[config.mk]
export PLATFORM = sky130hd
export DESIGN_NAME = dmamp_top
export DESIGN_NICKNAME = d
export VERILOG_FILES = /design/src/rtl/dmamp_pkg.sv /design/src/rtl/dmamp_fifo.sv /design/src/rtl/dmamp_top.sv
export SDC_FILE = /design/constraint.sdc
export NUM_CORES = 1
export LEC_CHECK = 0
export ABC_AREA = 1
export BUFFER_PORTS_ARGS = -buffer_cell sky130_fd_sc_hd__buf_2
export CORE_ASPECT_RATIO = 1.75
export CORE_MARGIN = 2
export CORE_UTILIZATION = 25
export CTS_BUF_LIST = sky130_fd_sc_hd__clkbuf_8 sky130_fd_sc_hd__clkbuf_16
export DETAILED_ROUTE_END_ITERATION = 8
export HOLD_SLACK_MARGIN = 0.03
export PLACE_DENSITY = 0.52
export SLEW_MARGIN = 20
export SYNTH_ARGS = -nofsm -noshare
export SYNTH_HDL_FRONTEND = slang
export SYNTH_SLANG_ARGS = --single-unit
[constraint.sdc]
create_clock -name clock -period 3.06 [get_ports clock]
set_input_delay 0.306 -clock clock [delete_from_list [all_inputs] [get_ports clock]]
set_output_delay 0.306 -clock clock [all_outputs]
set_load 0.02 [all_outputs]
[src/rtl/dmamp_pkg.sv]
// Package of constants for the DMA mid-point flag and busy block
package dmamp_pkg;
    localparam int        NUM_CHAN        = 7;
    localparam int        REG_W           = 8;
    localparam int        SIZE_W          = 16;
    localparam logic [3:0] PAGE_MIDPOINT  = 4'h2;
    localparam logic [7:0] ADDR_MIDPOINT  = 8'hd4;
    localparam logic [3:0] PAGE_BUSY      = 4'h2;
    localparam logic [7:0] ADDR_BUSY      = 8'hd5;
    localparam logic [3:0] PAGE_CONFIG    = 4'h2;
    localparam logic [7:0] ADDR_CONFIG    = 8'hd6;
    localparam logic [3:0] PAGE_SELECT    = 4'h2;
    localparam logic [7:0] ADDR_SELECT    = 8'hd7;
    localparam logic [3:0] PAGE_SIZE_LO   = 4'h2;
    localparam logic [7:0] ADDR_SIZE_LO   = 8'hd8;
    localparam logic [3:0] PAGE_SIZE_HI   = 4'h2;
    localparam logic [7:0] ADDR_SIZE_HI   = 8'hd9;
    localparam logic [3:0] PAGE_WRAP      = 4'h2;
    localparam logic [7:0] ADDR_WRAP      = 8'hda;
    localparam int        HALF_EN_BIT     = 6;
    localparam int        WRAP_BIT        = 0;
    localparam logic [2:0] SEL_INVALID    = 3'h7;
    localparam logic [7:0] FLAG_RESET     = 8'h00;
    localparam logic [7:0] BUSY_RESET     = 8'h00;
    localparam int        FIFO_DEPTH      = 16;
endpackage

[src/rtl/dmamp_fifo.sv]
// Synchronous FIFO carrying data words of one transfer
module dmamp_fifo #(
    parameter int WIDTH = 8,
    parameter int DEPTH = 16
) (
    input  wire logic             clock,
    input  wire logic             sys_rst,
    input  wire logic [WIDTH-1:0] in_data,
    input  wire logic             in_valid,
    output logic                  in_ready,
    output logic [WIDTH-1:0]      out_data,
    output logic                  out_valid,
    input  wire logic             out_ready
);
    localparam int AW = $clog2(DEPTH);
    logic [WIDTH-1:0] mem [DEPTH];
    logic [AW-1:0]    wr_reg;
    logic [AW-1:0]    wr_next;
    logic [AW-1:0]    rd_reg;
    logic [AW-1:0]    rd_next;
    logic [AW:0]      cnt_reg;
    logic [AW:0]      cnt_next;
    logic             push;
    logic             pop;

    assign in_ready  = (cnt_reg != (AW+1)'(DEPTH));
    assign out_valid = (cnt_reg != '0);
    assign out_data  = mem[rd_reg];

    always_comb
    begin
        push     = in_valid && in_ready;
        pop      = out_valid && out_ready;
        wr_next  = push ? wr_reg + 1'b1 : wr_reg;
        rd_next  = pop ? rd_reg + 1'b1 : rd_reg;
        cnt_next = cnt_reg + (AW+1)'(push) - (AW+1)'(pop);
    end

    always_ff @(posedge clock)
    begin
        if (push)
        begin
            mem[wr_reg] <= in_data;
        end
        if (sys_rst)
        begin
            wr_reg  <= '0;
            rd_reg  <= '0;
            cnt_reg <= '0;
        end
        else
        begin
            wr_reg  <= wr_next;
            rd_reg  <= rd_next;
            cnt_reg <= cnt_next;
        end
    end
endmodule

[src/rtl/dmamp_top.sv]
// Mid-point flags, busy register and transfer sequencing of a seven-channel DMA unit
//
// Behaviour
// RULE1 - Bit 7 of the mid-point flag and busy registers reads zero and ignores writes.
// RULE2 - A channel's flag bit sets when its offset equals size/2 (even) or (size-1)/2 (odd).
// RULE3 - A set mid-point flag holds until software writes it zero or reset occurs.
// RULE4 - The mid-point request of a channel rises only while its config bit 6 is set.
// RULE5 - Writing 1 to a busy bit starts that channel; writing 0 does nothing.
// RULE6 - A busy bit reads 1 while its channel transfers and 0 when idle.
// RULE7 - The mid-point flag register decodes at page 0x2, address 0xd4.
// RULE8 - Config, size and wrap act on the channel picked by a 3-bit selector; 7 is invalid.
// RULE9 - A transfer completes at offset size-1, and the offset returns to zero if wrap is set.
// RULE10 - Completion clears the busy bit; all flag and busy bits reset to zero.
module dmamp_top #(
    parameter int NCH   = dmamp_pkg::NUM_CHAN,
    parameter int SW    = dmamp_pkg::SIZE_W,
    parameter int DW    = dmamp_pkg::REG_W,
    parameter int DEPTH = dmamp_pkg::FIFO_DEPTH
) (
    input  wire logic          clock,
    input  wire logic          sys_rst,
    input  wire logic [3:0]    sfr_page,
    input  wire logic [7:0]    sfr_addr,
    input  wire logic          sfr_wr,
    input  wire logic          sfr_rd,
    input  wire logic [7:0]    sfr_wdata,
    output logic [7:0]         sfr_rdata,
    input  wire logic [DW-1:0] src_data,
    input  wire logic          src_valid,
    output logic               src_ready,
    output logic [DW-1:0]      sink_data,
    output logic               sink_valid,
    input  wire logic          sink_ready,
    output logic [2:0]         xfer_chan,
    output logic [SW-1:0]      chan_offset_counter,
    output logic [NCH-1:0]     half_irq
);
    // ****************************************
    // State
    // ****************************************
    typedef enum logic [1:0] {ST_IDLE = 2'b00, ST_MOVE = 2'b01} dmamp_state_t;

    dmamp_state_t     st_reg;
    dmamp_state_t     st_next;
    logic [NCH-1:0]   flag_reg;
    logic [NCH-1:0]   flag_next;
    logic [NCH-1:0]   busy_reg;
    logic [NCH-1:0]   busy_next;
    logic [NCH-1:0]   irq_reg;
    logic [NCH-1:0]   irq_next;
    logic [2:0]       sel_reg;
    logic [2:0]       sel_next;
    logic [2:0]       cur_reg;
    logic [2:0]       cur_next;
    logic [7:0]       cfg_reg  [NCH];
    logic [7:0]       cfg_next [NCH];
    logic [SW-1:0]    size_reg [NCH];
    logic [SW-1:0]    size_next[NCH];
    logic [SW-1:0]    off_reg  [NCH];
    logic [SW-1:0]    off_next [NCH];
    logic [NCH-1:0]   wrap_reg;
    logic [NCH-1:0]   wrap_next;
    logic [7:0]       rd_reg;
    logic [7:0]       rd_next;
    logic             f_in_valid;
    logic             f_in_ready;
    logic             f_out_valid;
    logic             step;
    logic             sel_ok;

    function automatic logic hit(input logic [3:0] pg, input logic [7:0] ad,
                                 input logic [3:0] p, input logic [7:0] a);
        hit = (pg == p) && (ad == a);
    endfunction

    // Mid-point offset of a size
    function automatic logic [SW-1:0] midpoint(input logic [SW-1:0] sz);
        midpoint = sz[0] ? (sz - 1'b1) >> 1 : sz >> 1; // RULE2
    endfunction

    // ****************************************
    // Data path FIFO
    // ****************************************
    dmamp_fifo #(.WIDTH(DW), .DEPTH(DEPTH)) u_fifo (
        .clock     (clock),
        .sys_rst   (sys_rst),
        .in_data   (src_data),
        .in_valid  (f_in_valid),
        .in_ready  (f_in_ready),
        .out_data  (sink_data),
        .out_valid (f_out_valid),
        .out_ready (sink_ready)
    );

    assign sink_valid = f_out_valid;
    assign step       = (st_reg == ST_MOVE) && src_valid && f_in_ready;

    // ****************************************
    // Next state
    // ****************************************
    always_comb
    begin
        st_next   = st_reg;
        flag_next = flag_reg;
        busy_next = busy_reg;
        sel_next  = sel_reg;
        cur_next  = cur_reg;
        wrap_next = wrap_reg;
        cfg_next  = cfg_reg;
        size_next = size_reg;
        off_next  = off_reg;
        rd_next   = rd_reg;
        sel_ok    = (sel_reg != dmamp_pkg::SEL_INVALID); // RULE8
        f_in_valid = (st_reg == ST_MOVE) && src_valid;
        if (sfr_wr)
        begin
            if (hit(sfr_page, sfr_addr, dmamp_pkg::PAGE_MIDPOINT, dmamp_pkg::ADDR_MIDPOINT))
                flag_next = flag_reg & sfr_wdata[NCH-1:0]; // RULE3 RULE7 RULE1
            if (hit(sfr_page, sfr_addr, dmamp_pkg::PAGE_BUSY, dmamp_pkg::ADDR_BUSY))
                busy_next = busy_reg | sfr_wdata[NCH-1:0]; // RULE5 RULE1
            if (hit(sfr_page, sfr_addr, dmamp_pkg::PAGE_SELECT, dmamp_pkg::ADDR_SELECT))
                sel_next = sfr_wdata[2:0];
            if (sel_ok)
            begin
                if (hit(sfr_page, sfr_addr, dmamp_pkg::PAGE_CONFIG, dmamp_pkg::ADDR_CONFIG))
                    cfg_next[sel_reg] = sfr_wdata; // RULE8
                if (hit(sfr_page, sfr_addr, dmamp_pkg::PAGE_SIZE_LO, dmamp_pkg::ADDR_SIZE_LO))
                    size_next[sel_reg][7:0] = sfr_wdata;
                if (hit(sfr_page, sfr_addr, dmamp_pkg::PAGE_SIZE_HI, dmamp_pkg::ADDR_SIZE_HI))
                    size_next[sel_reg][SW-1:8] = sfr_wdata[SW-9:0];
                if (hit(sfr_page, sfr_addr, dmamp_pkg::PAGE_WRAP, dmamp_pkg::ADDR_WRAP))
                begin
                    wrap_next[sel_reg] = sfr_wdata[dmamp_pkg::WRAP_BIT];
                    off_next[sel_reg]  = '0;
                end
            end
        end
        unique case (st_reg)
            ST_IDLE:
            begin
                for (int i = NCH - 1; i >= 0; i--)
                begin
                    if (busy_reg[i])
                    begin
                        cur_next = 3'(i);
                        st_next  = ST_MOVE;
                    end
                end
            end
            ST_MOVE:
            begin
                if (step)
                begin
                    if (off_reg[cur_reg] == midpoint(size_reg[cur_reg]))
                        flag_next[cur_reg] = 1'b1; // RULE2 RULE3
                    if (off_reg[cur_reg] == size_reg[cur_reg] - 1'b1)
                    begin
                        busy_next[cur_reg] = 1'b0; // RULE10 RULE9
                        st_next = ST_IDLE;
                        if (wrap_reg[cur_reg])
                            off_next[cur_reg] = '0; // RULE9
                    end
                    else
                    begin
                        off_next[cur_reg] = off_reg[cur_reg] + 1'b1;
                    end
                end
            end
            default:
            begin
                st_next = ST_IDLE;
            end
        endcase
        if (hit(sfr_page, sfr_addr, dmamp_pkg::PAGE_MIDPOINT, dmamp_pkg::ADDR_MIDPOINT))
            rd_next = {1'b0, flag_reg}; // RULE1
        else if (hit(sfr_page, sfr_addr, dmamp_pkg::PAGE_BUSY, dmamp_pkg::ADDR_BUSY))
            rd_next = {1'b0, busy_reg}; // RULE6 RULE1
        else if (hit(sfr_page, sfr_addr, dmamp_pkg::PAGE_SELECT, dmamp_pkg::ADDR_SELECT))
            rd_next = {5'h00, sel_reg};
        else if (sel_ok && hit(sfr_page, sfr_addr, dmamp_pkg::PAGE_CONFIG,
                               dmamp_pkg::ADDR_CONFIG))
            rd_next = cfg_reg[sel_reg];
        else
            rd_next = 8'h00;
        if (!sfr_rd)
            rd_next = rd_reg;
        for (int i = 0; i < NCH; i++)
            irq_next[i] = flag_next[i] && cfg_reg[i][dmamp_pkg::HALF_EN_BIT]; // RULE4
    end

    // ****************************************
    // Registers
    // ****************************************
    always_ff @(posedge clock)
    begin
        if (sys_rst)
        begin
            st_reg   <= ST_IDLE;
            flag_reg <= dmamp_pkg::FLAG_RESET[NCH-1:0]; // RULE10
            busy_reg <= dmamp_pkg::BUSY_RESET[NCH-1:0]; // RULE10
            irq_reg  <= '0;
            sel_reg  <= '0;
            cur_reg  <= '0;
            wrap_reg <= '0;
            rd_reg   <= 8'h00;
            for (int i = 0; i < NCH; i++)
            begin
                cfg_reg[i]  <= 8'h00;
                size_reg[i] <= '0;
                off_reg[i]  <= '0;
            end
        end
        else
        begin
            st_reg   <= st_next;
            flag_reg <= flag_next;
            busy_reg <= busy_next;
            irq_reg  <= irq_next;
            sel_reg  <= sel_next;
            cur_reg  <= cur_next;
            wrap_reg <= wrap_next;
            rd_reg   <= rd_next;
            cfg_reg  <= cfg_next;
            size_reg <= size_next;
            off_reg  <= off_next;
        end
    end

    assign sfr_rdata           = rd_reg;
    assign half_irq            = irq_reg;
    assign xfer_chan           = cur_reg;
    assign chan_offset_counter = off_reg[cur_reg];
    assign src_ready           = (st_reg == ST_MOVE) && f_in_ready;

    // ****************************************
    // Checks
    // ****************************************
    property p_top_zero;
        @(posedge clock) disable iff (sys_rst) sfr_rd |=> !sfr_rdata[7];
    endproperty
    a_top_zero: assert property (p_top_zero) else $error("bit 7 read nonzero"); // RULE1

    property p_flag_sticky;
        @(posedge clock) disable iff (sys_rst)
        (flag_reg[0] && !(sfr_wr && sfr_addr == dmamp_pkg::ADDR_MIDPOINT)) |=> flag_reg[0];
    endproperty
    a_flag_sticky: assert property (p_flag_sticky) else $error("flag cleared by hw"); // RULE3

    property p_irq_gate;
        @(posedge clock) disable iff (sys_rst)
        half_irq[0] |-> $past(cfg_reg[0][dmamp_pkg::HALF_EN_BIT]);
    endproperty
    a_irq_gate: assert property (p_irq_gate) else $error("irq without enable"); // RULE4

    property p_start;
        @(posedge clock) disable iff (sys_rst)
        (sfr_wr && sfr_page == dmamp_pkg::PAGE_BUSY && sfr_addr == dmamp_pkg::ADDR_BUSY
         && sfr_wdata[1]) |=> busy_reg[1];
    endproperty
    a_start: assert property (p_start) else $error("busy write did not start"); // RULE5

    property p_done;
        @(posedge clock) disable iff (sys_rst)
        (step && off_reg[cur_reg] == size_reg[cur_reg] - 1'b1) |=> st_reg == ST_IDLE;
    endproperty
    a_done: assert property (p_done) else $error("no completion at size-1"); // RULE9 RULE10

    property p_mid;
        @(posedge clock) disable iff (sys_rst)
        (step && off_reg[cur_reg] == midpoint(size_reg[cur_reg])) |=> flag_reg[$past(cur_reg)];
    endproperty
    a_mid: assert property (p_mid) else $error("mid-point flag missing"); // RULE2
endmodule

# Word level (Yosys, flattened, before mapping)
# Memory sizes are Yosys's and may differ from the RTL's. A register that Yosys moved wholly into a read port is not among the register bits.
# Cells that the tools add are included.
# totals
in_bits	34
mem_count	1
word_cells	183
out_inout_bits	44
register_bits	337
ramBits	128
# mem_list
memory	depth	word_bits	rd	rd_clocked_by_memory_dff	write_ports	line	rtl
u_fifo.mem	16	8	1	1	1	dmamp_fifo.sv:16	logic [WIDTH-1:0] mem [DEPTH];
# classes
n_eq_ne	16
add_sub_neg	6
order_cmp	8
n_mux	77
bitwise_logic	11
reduce_logical	32
# op_table
cell	n
2-to-1 mux 112 bit	11
bitwise mux 112 bit	3
bitwise AND 112 bit	2
NOT 112 bit	2
demux 16 bit (select 3 bit)	4
2-to-1 mux 16 bit	7
binary-select mux 16 bit (select 3 bit)	2
2-to-1 mux 7 bit	10
2-to-1 mux 8 bit	8
bitwise mux 56 bit	1
equality test 8 bit (second input constant)	7
binary-select mux 8 bit (select 3 bit)	1
demux 8 bit (select 3 bit)	1
logical AND 1 bit	23
2-to-1 mux 3 bit	7
2-to-1 mux 2 bit	9
adder 16 x 1 -> 16 bit (second input constant)	1
equality test 16 x 15 -> 1 bit	1
equality test 16 bit	1
subtractor 16 x 1 -> 16 bit (second input constant)	1
2-to-1 mux 15 bit	1
bitwise AND 7 bit	2
OR 7 bit	2
AND reduction 3 bit	3
26 further kinds	40

# Logic depth before layout (Yosys ltp)
# logic_depth
depth_word	15
ltp_mapped	26
depth_no_buf	23

# Cells and area by module
# Synthesis repeated with hierarchy kept, for this count alone.
# hier_totals
cells_unflattened	3827
area_unflattened_um2	25637.1
# modules_own_cells
mod	instances	cells_per_inst	area_each_um2	seq_area_each_um2
dmamp_top	1	3176	19185.9	6466.2
dmamp_fifo	1	651	6451.2	4184.0

# Least setup slack after synthesis
# OpenSTA, ideal clock, no wires.
# synth_path
path_type	reg-to-reg
from	register cur_reg[2] (netlist: xfer_chan[2])
to	register off_reg[62] in the netlist's numbering
setup_time_ns	0.109
path_buffers	5
synth_period_minus_slack_ns	3.050
path_stages_with_launch	25
arrival_time_ns	2.941
path_slack_ns	0.010
required_time_ns	2.951
path_cell_list	dfxtp_1 > buf_6 > nand2_4 > nor2_4 > buf_2 > nand2_1 > nand2_1 > nor2_1 > ha_1 > nand2_1 > nor2_2 > buf_4 > nand3_1 > nand2_1 > nand3_1 > and2_1 > nand2_1 > nor2_4 > nand3_2 > buf_6 > buf_6 > nand2_1 > nand3_1 > nand2_1 > inv_1
# synth_between
elab_chain_cells	11
word_cells_on_any_way	24
classes_between	2 x add/sub; 2 x order compare; 1 x eq/ne; 15 x mux; 3 x bitwise; 1 x reduce/logical
# synth_lines
element	line	rtl
start: declaration	dmamp_top.sv:53	logic [2:0] cur_reg;
start signal: assignment	dmamp_top.sv:220	cur_reg <= cur_next;
branches (longest 8 deep; another with subtractor 16 x 1 -> 16 bit)	n/a	
2-to-1 mux 112 bit *	dmamp_top.sv:156	if (off_reg[cur_reg] == size_reg[cur_reg] - 1'b1)
2-to-1 mux 112 bit *	dmamp_top.sv:152	if (step)
2-to-1 mux 112 bit *	dmamp_top.sv:138	unique case (st_reg)
end signal: assignment	dmamp_top.sv:225	off_reg <= off_next;
end: declaration	dmamp_top.sv:59	logic [SW-1:0] off_reg [NCH];
# Mark *: on every way between the ends. The select of a mux whose other input is x is not followed.
# A chain may end at the register's enable or synchronous reset.

# Worst setup path in the final report
# layout_path
from	register cur_reg[0] (netlist: xfer_chan[0])
to	register off_reg[62] in the netlist's numbering
# Same word-level chain as after synthesis.

==> run metrics <==
syn_nets=roughly 3800; end point of the critical path=off_reg[62]$_SDFF_PP0_; Die Area=between 100000 and 150000 um2; Final ANT Viol Nets=0; maximum VDD drop=between 0.5 and 0.6 mV; largest fanout on the critical path=10; placed instance count=~5200; Achievable Freq=310 MHz; first-pass GRT wire length=approximately 150 mm; starting density of the core=0.251; Finish-stage setup viols=130; status=finished with violations; CP Launch Type=register; Max-Cap Viols=0; vias=roughly 27000; Clock Latency Late Sink=640 ps; Critical Path RT=around 3600 ps; syn avg cell area=between 6 and 7 um2; Total Wirelength=107 mm; Via density=~5.0; Worst Tran Pin Value=roughly 1100 ps; Die X-Extent=approximately 250 um; number of DRC violations after detailed routing=0; prevailing post-synth register cell=dfxtp_1; Yosys warnings=0; Fin. Hold Viols=0; WHS=roughly 85 ps; Post-Syn Area=~26000 um2; vias in the first global route=25497; GP Congestion=between 0.8 and 0.9; Seq/Total Area, Yosys=0.411; placed inst area=roughly 30000 um2; Slew Viols, Final=0; final setup TNS=-15990 ps; fin area=between 30000 and 40000 um2; # rows=~160; leading area contributor after synthesis=dfxtp_1; Slew headroom=0.281; skew final=roughly 32 ps; Tmin final=3230 ps; CTS buffer count=48; Pwr Density=between 400 and 500 nW/um2; clk root buf=clkbuf_16; Mapped Cells=between 3000 and 4000; # hold bufs at CTS=0; Reg2Reg Depth=22; TritonCTS clock tree=done; largest net degree at the start of global routing=about 150; CTS Buffer Depth=3; Crit path arrival time=3750 ps; Total Power=between 10 and 15 mW; share of cells above drive strength 1=0.200; I/O pin cnt=78; GRT overflow=0; core area=103000 um2; H-Tree Depth=2; total global-route track usage=0.190; number of synthesized flops with an enable pin=128; PortBufs=just under 80; Non-Filler Instances=around 5300; First-pass DRT Iterations=6; r2r setup slk=-170 ps; TritonCTS Sinks=468; 1st-iter DRT viols=about 1900; post-synthesis register bit count=468; CTS clk-pin slew, worst paths=around 70 ps; RSZ-0062 raised after global routing=true; initial antenna violation count=3; Final WS setup=-170 ps; Fill cells=between 10000 and 15000; post-DR wirelength/cell=20.0 um; DP HPWL=71.7 mm; critical path class=register to register; Chip Height=roughly 430 um; fin nets=between 4000 and 5000; period utilization=1.06; count of cell types in the netlist=53; top-area cell type share of the netlist area=0.263; top post-synthesis cells by area=dfxtp_1 26%, edfxtp_1 15%, nand2_1 12%; failing checks=setup timing; Pleak=roughly 14 nW; Area Growth Syn to Fin=29.7%; share of flip-flops with an asynchronous set or reset=0; RR Startpoint=xfer_chan[0]$_SDFFE_PP0P_; Critical path origin=xfer_chan[0]$_SDFFE_PP0P_; CP endpoint kind=register; worst flop-to-flop path endpoint=off_reg[62]$_SDFF_PP0_; antenna cells=0; Worst Hold Class=primary input to register; max reg flops=128
[area by class of cell]
type,instances,area [um2],share of cell area
clock buffer,54,1280,0.0382
clock inverter,29,330,0.00984
inverter,460,1750,0.0523
multi-input combinational,2522,13300,0.397
sequential,468,10700,0.318
tap,1343,1680,0.0501
timing repair buffer,455,4520,0.135
[how the worst min path moves through the flow]
stage	cells past startpoint	from	to
after detailed placement	2	wrap_reg[0]$_SDFFE_PP0P_	wrap_reg[0]$_SDFFE_PP0P_
final	3	sink_ready	register
after floorplan	0	src_data[0]	u_fifo.mem[0][0]$_DFFE_PP_
after global placement	2	wrap_reg[0]$_SDFFE_PP0P_	wrap_reg[0]$_SDFFE_PP0P_
after CTS	2	sfr_rd	sfr_rdata[2]$_SDFFE_PP0P_
after global routing	1	src_data[6]	u_fifo.mem[1][6]$_DFFE_PP_
[per-stage QoR]
stage / utilization / setup WS, ps
global route: 0.326 / -310
global placement: 0.290 / -414
detailed placement: 0.290 / -429
floorplan: - / 9.65
CTS: 0.312 / -143
finish: 0.326 / -170
[cells in the final DEF (no fill, tap or decap), types with 14 or more instances in the layout]
cell / n
nand2_1: 732
inv_1: 446
a21oi_1: 420
dfxtp_1: 336
o21ai_0: 295
buf_4: 267
nand3_1: 258
nor2_1: 217
nand4_1: 133
edfxtp_1: 128
nand2_2: 74
buf_2: 73
clkbuf_16: 61
buf_12: 58
nand3_2: 56
o211ai_1: 46
a211oi_1: 39
nor2_4: 38
mux2i_1: 32
buf_6: 29
nand2_4: 28
nor2_2: 21
o22ai_1: 19
inv_2: 17
xor2_1: 14
ha_1: 14
[layer usage]
layer,vias to the layer above,share of wire,GRT usage
met5,-,0.00022,0
met4,4,0.083,0.121
met3,409,0.054,0.0259
met2,953,0.52,0.359
met1,12363,0.34,0.192
li1,12822,-,-
[cells in the mapped netlist (4+ instances only)]
cell type and number:
o22ai_1 21, buf_2 45, nand2_1 824, inv_2 14, nor2_4 12, nand3_1 318
edfxtp_1 128, nor4_1 8, or2_2 8, xor2_1 15, ha_1 15, nor2_2 14
a21oi_1 421, buf_6 12, buf_1 19, dfxtp_1 340, clkbuf_1 159, o221ai_1 9
nand2_2 6, o21ai_0 299, nand4_1 133, o21ai_1 6, mux2i_1 32, nand2_4 4
inv_1 441, o22a_1 5, a211oi_1 39, nor3_1 7, buf_4 18, nor2_1 249
o211ai_1 46
[critical path, cell delays in order, from the launching register on]
cell and delay (ps):
dfxtp_4 390, buf_12 160, buf_8 130, o211ai_4 160, nand2_2 90, nor2_4 140, ha_4 180, nand2_4 60
nor2_4 180, buf_12 150, nand4_1 140, nand3_2 120, and2_4 150, buf_6 90, nand2_4 40, nor2_4 190
nand3_4 100, buf_12 180, clkbuf_16 190, nand2_1 70, nand3_1 60, nand2_1 80, inv_1 40
[kinds of logic (layout without fill, tap and decap cells)]
family                     after synthesis  in the layout  share of synthesized area
DFF                                    468            468                      0.411
buffers and inverters                  713            998                      0.112
AOI/OAI and AO/OA                      858            858                      0.179
and+or+nand+nor                       1599           1601                      0.272
xor gates and xnor gates                15             15                    0.00508
adders and majority gates               16             16                    0.00802
muxes                                   32             32                     0.0124
[power breakdown]
part | switching, mW | internal, mW
sequential | 0.0723 | 6.41
combinational | 0.896 | 0.446
clock | 2.71 | 3.52
total | 3.68 | 10.4
[what timing repair did]
action / in CTS / in global routing
gates resized for setup: 104 / 220
cloned: 7 / 16
pin swaps: 29 / 97
endpoints found under the setup margin: 139 / 139
setup buffers: 18 / 23
No activity file was read; power rests on OpenSTA's default activity.
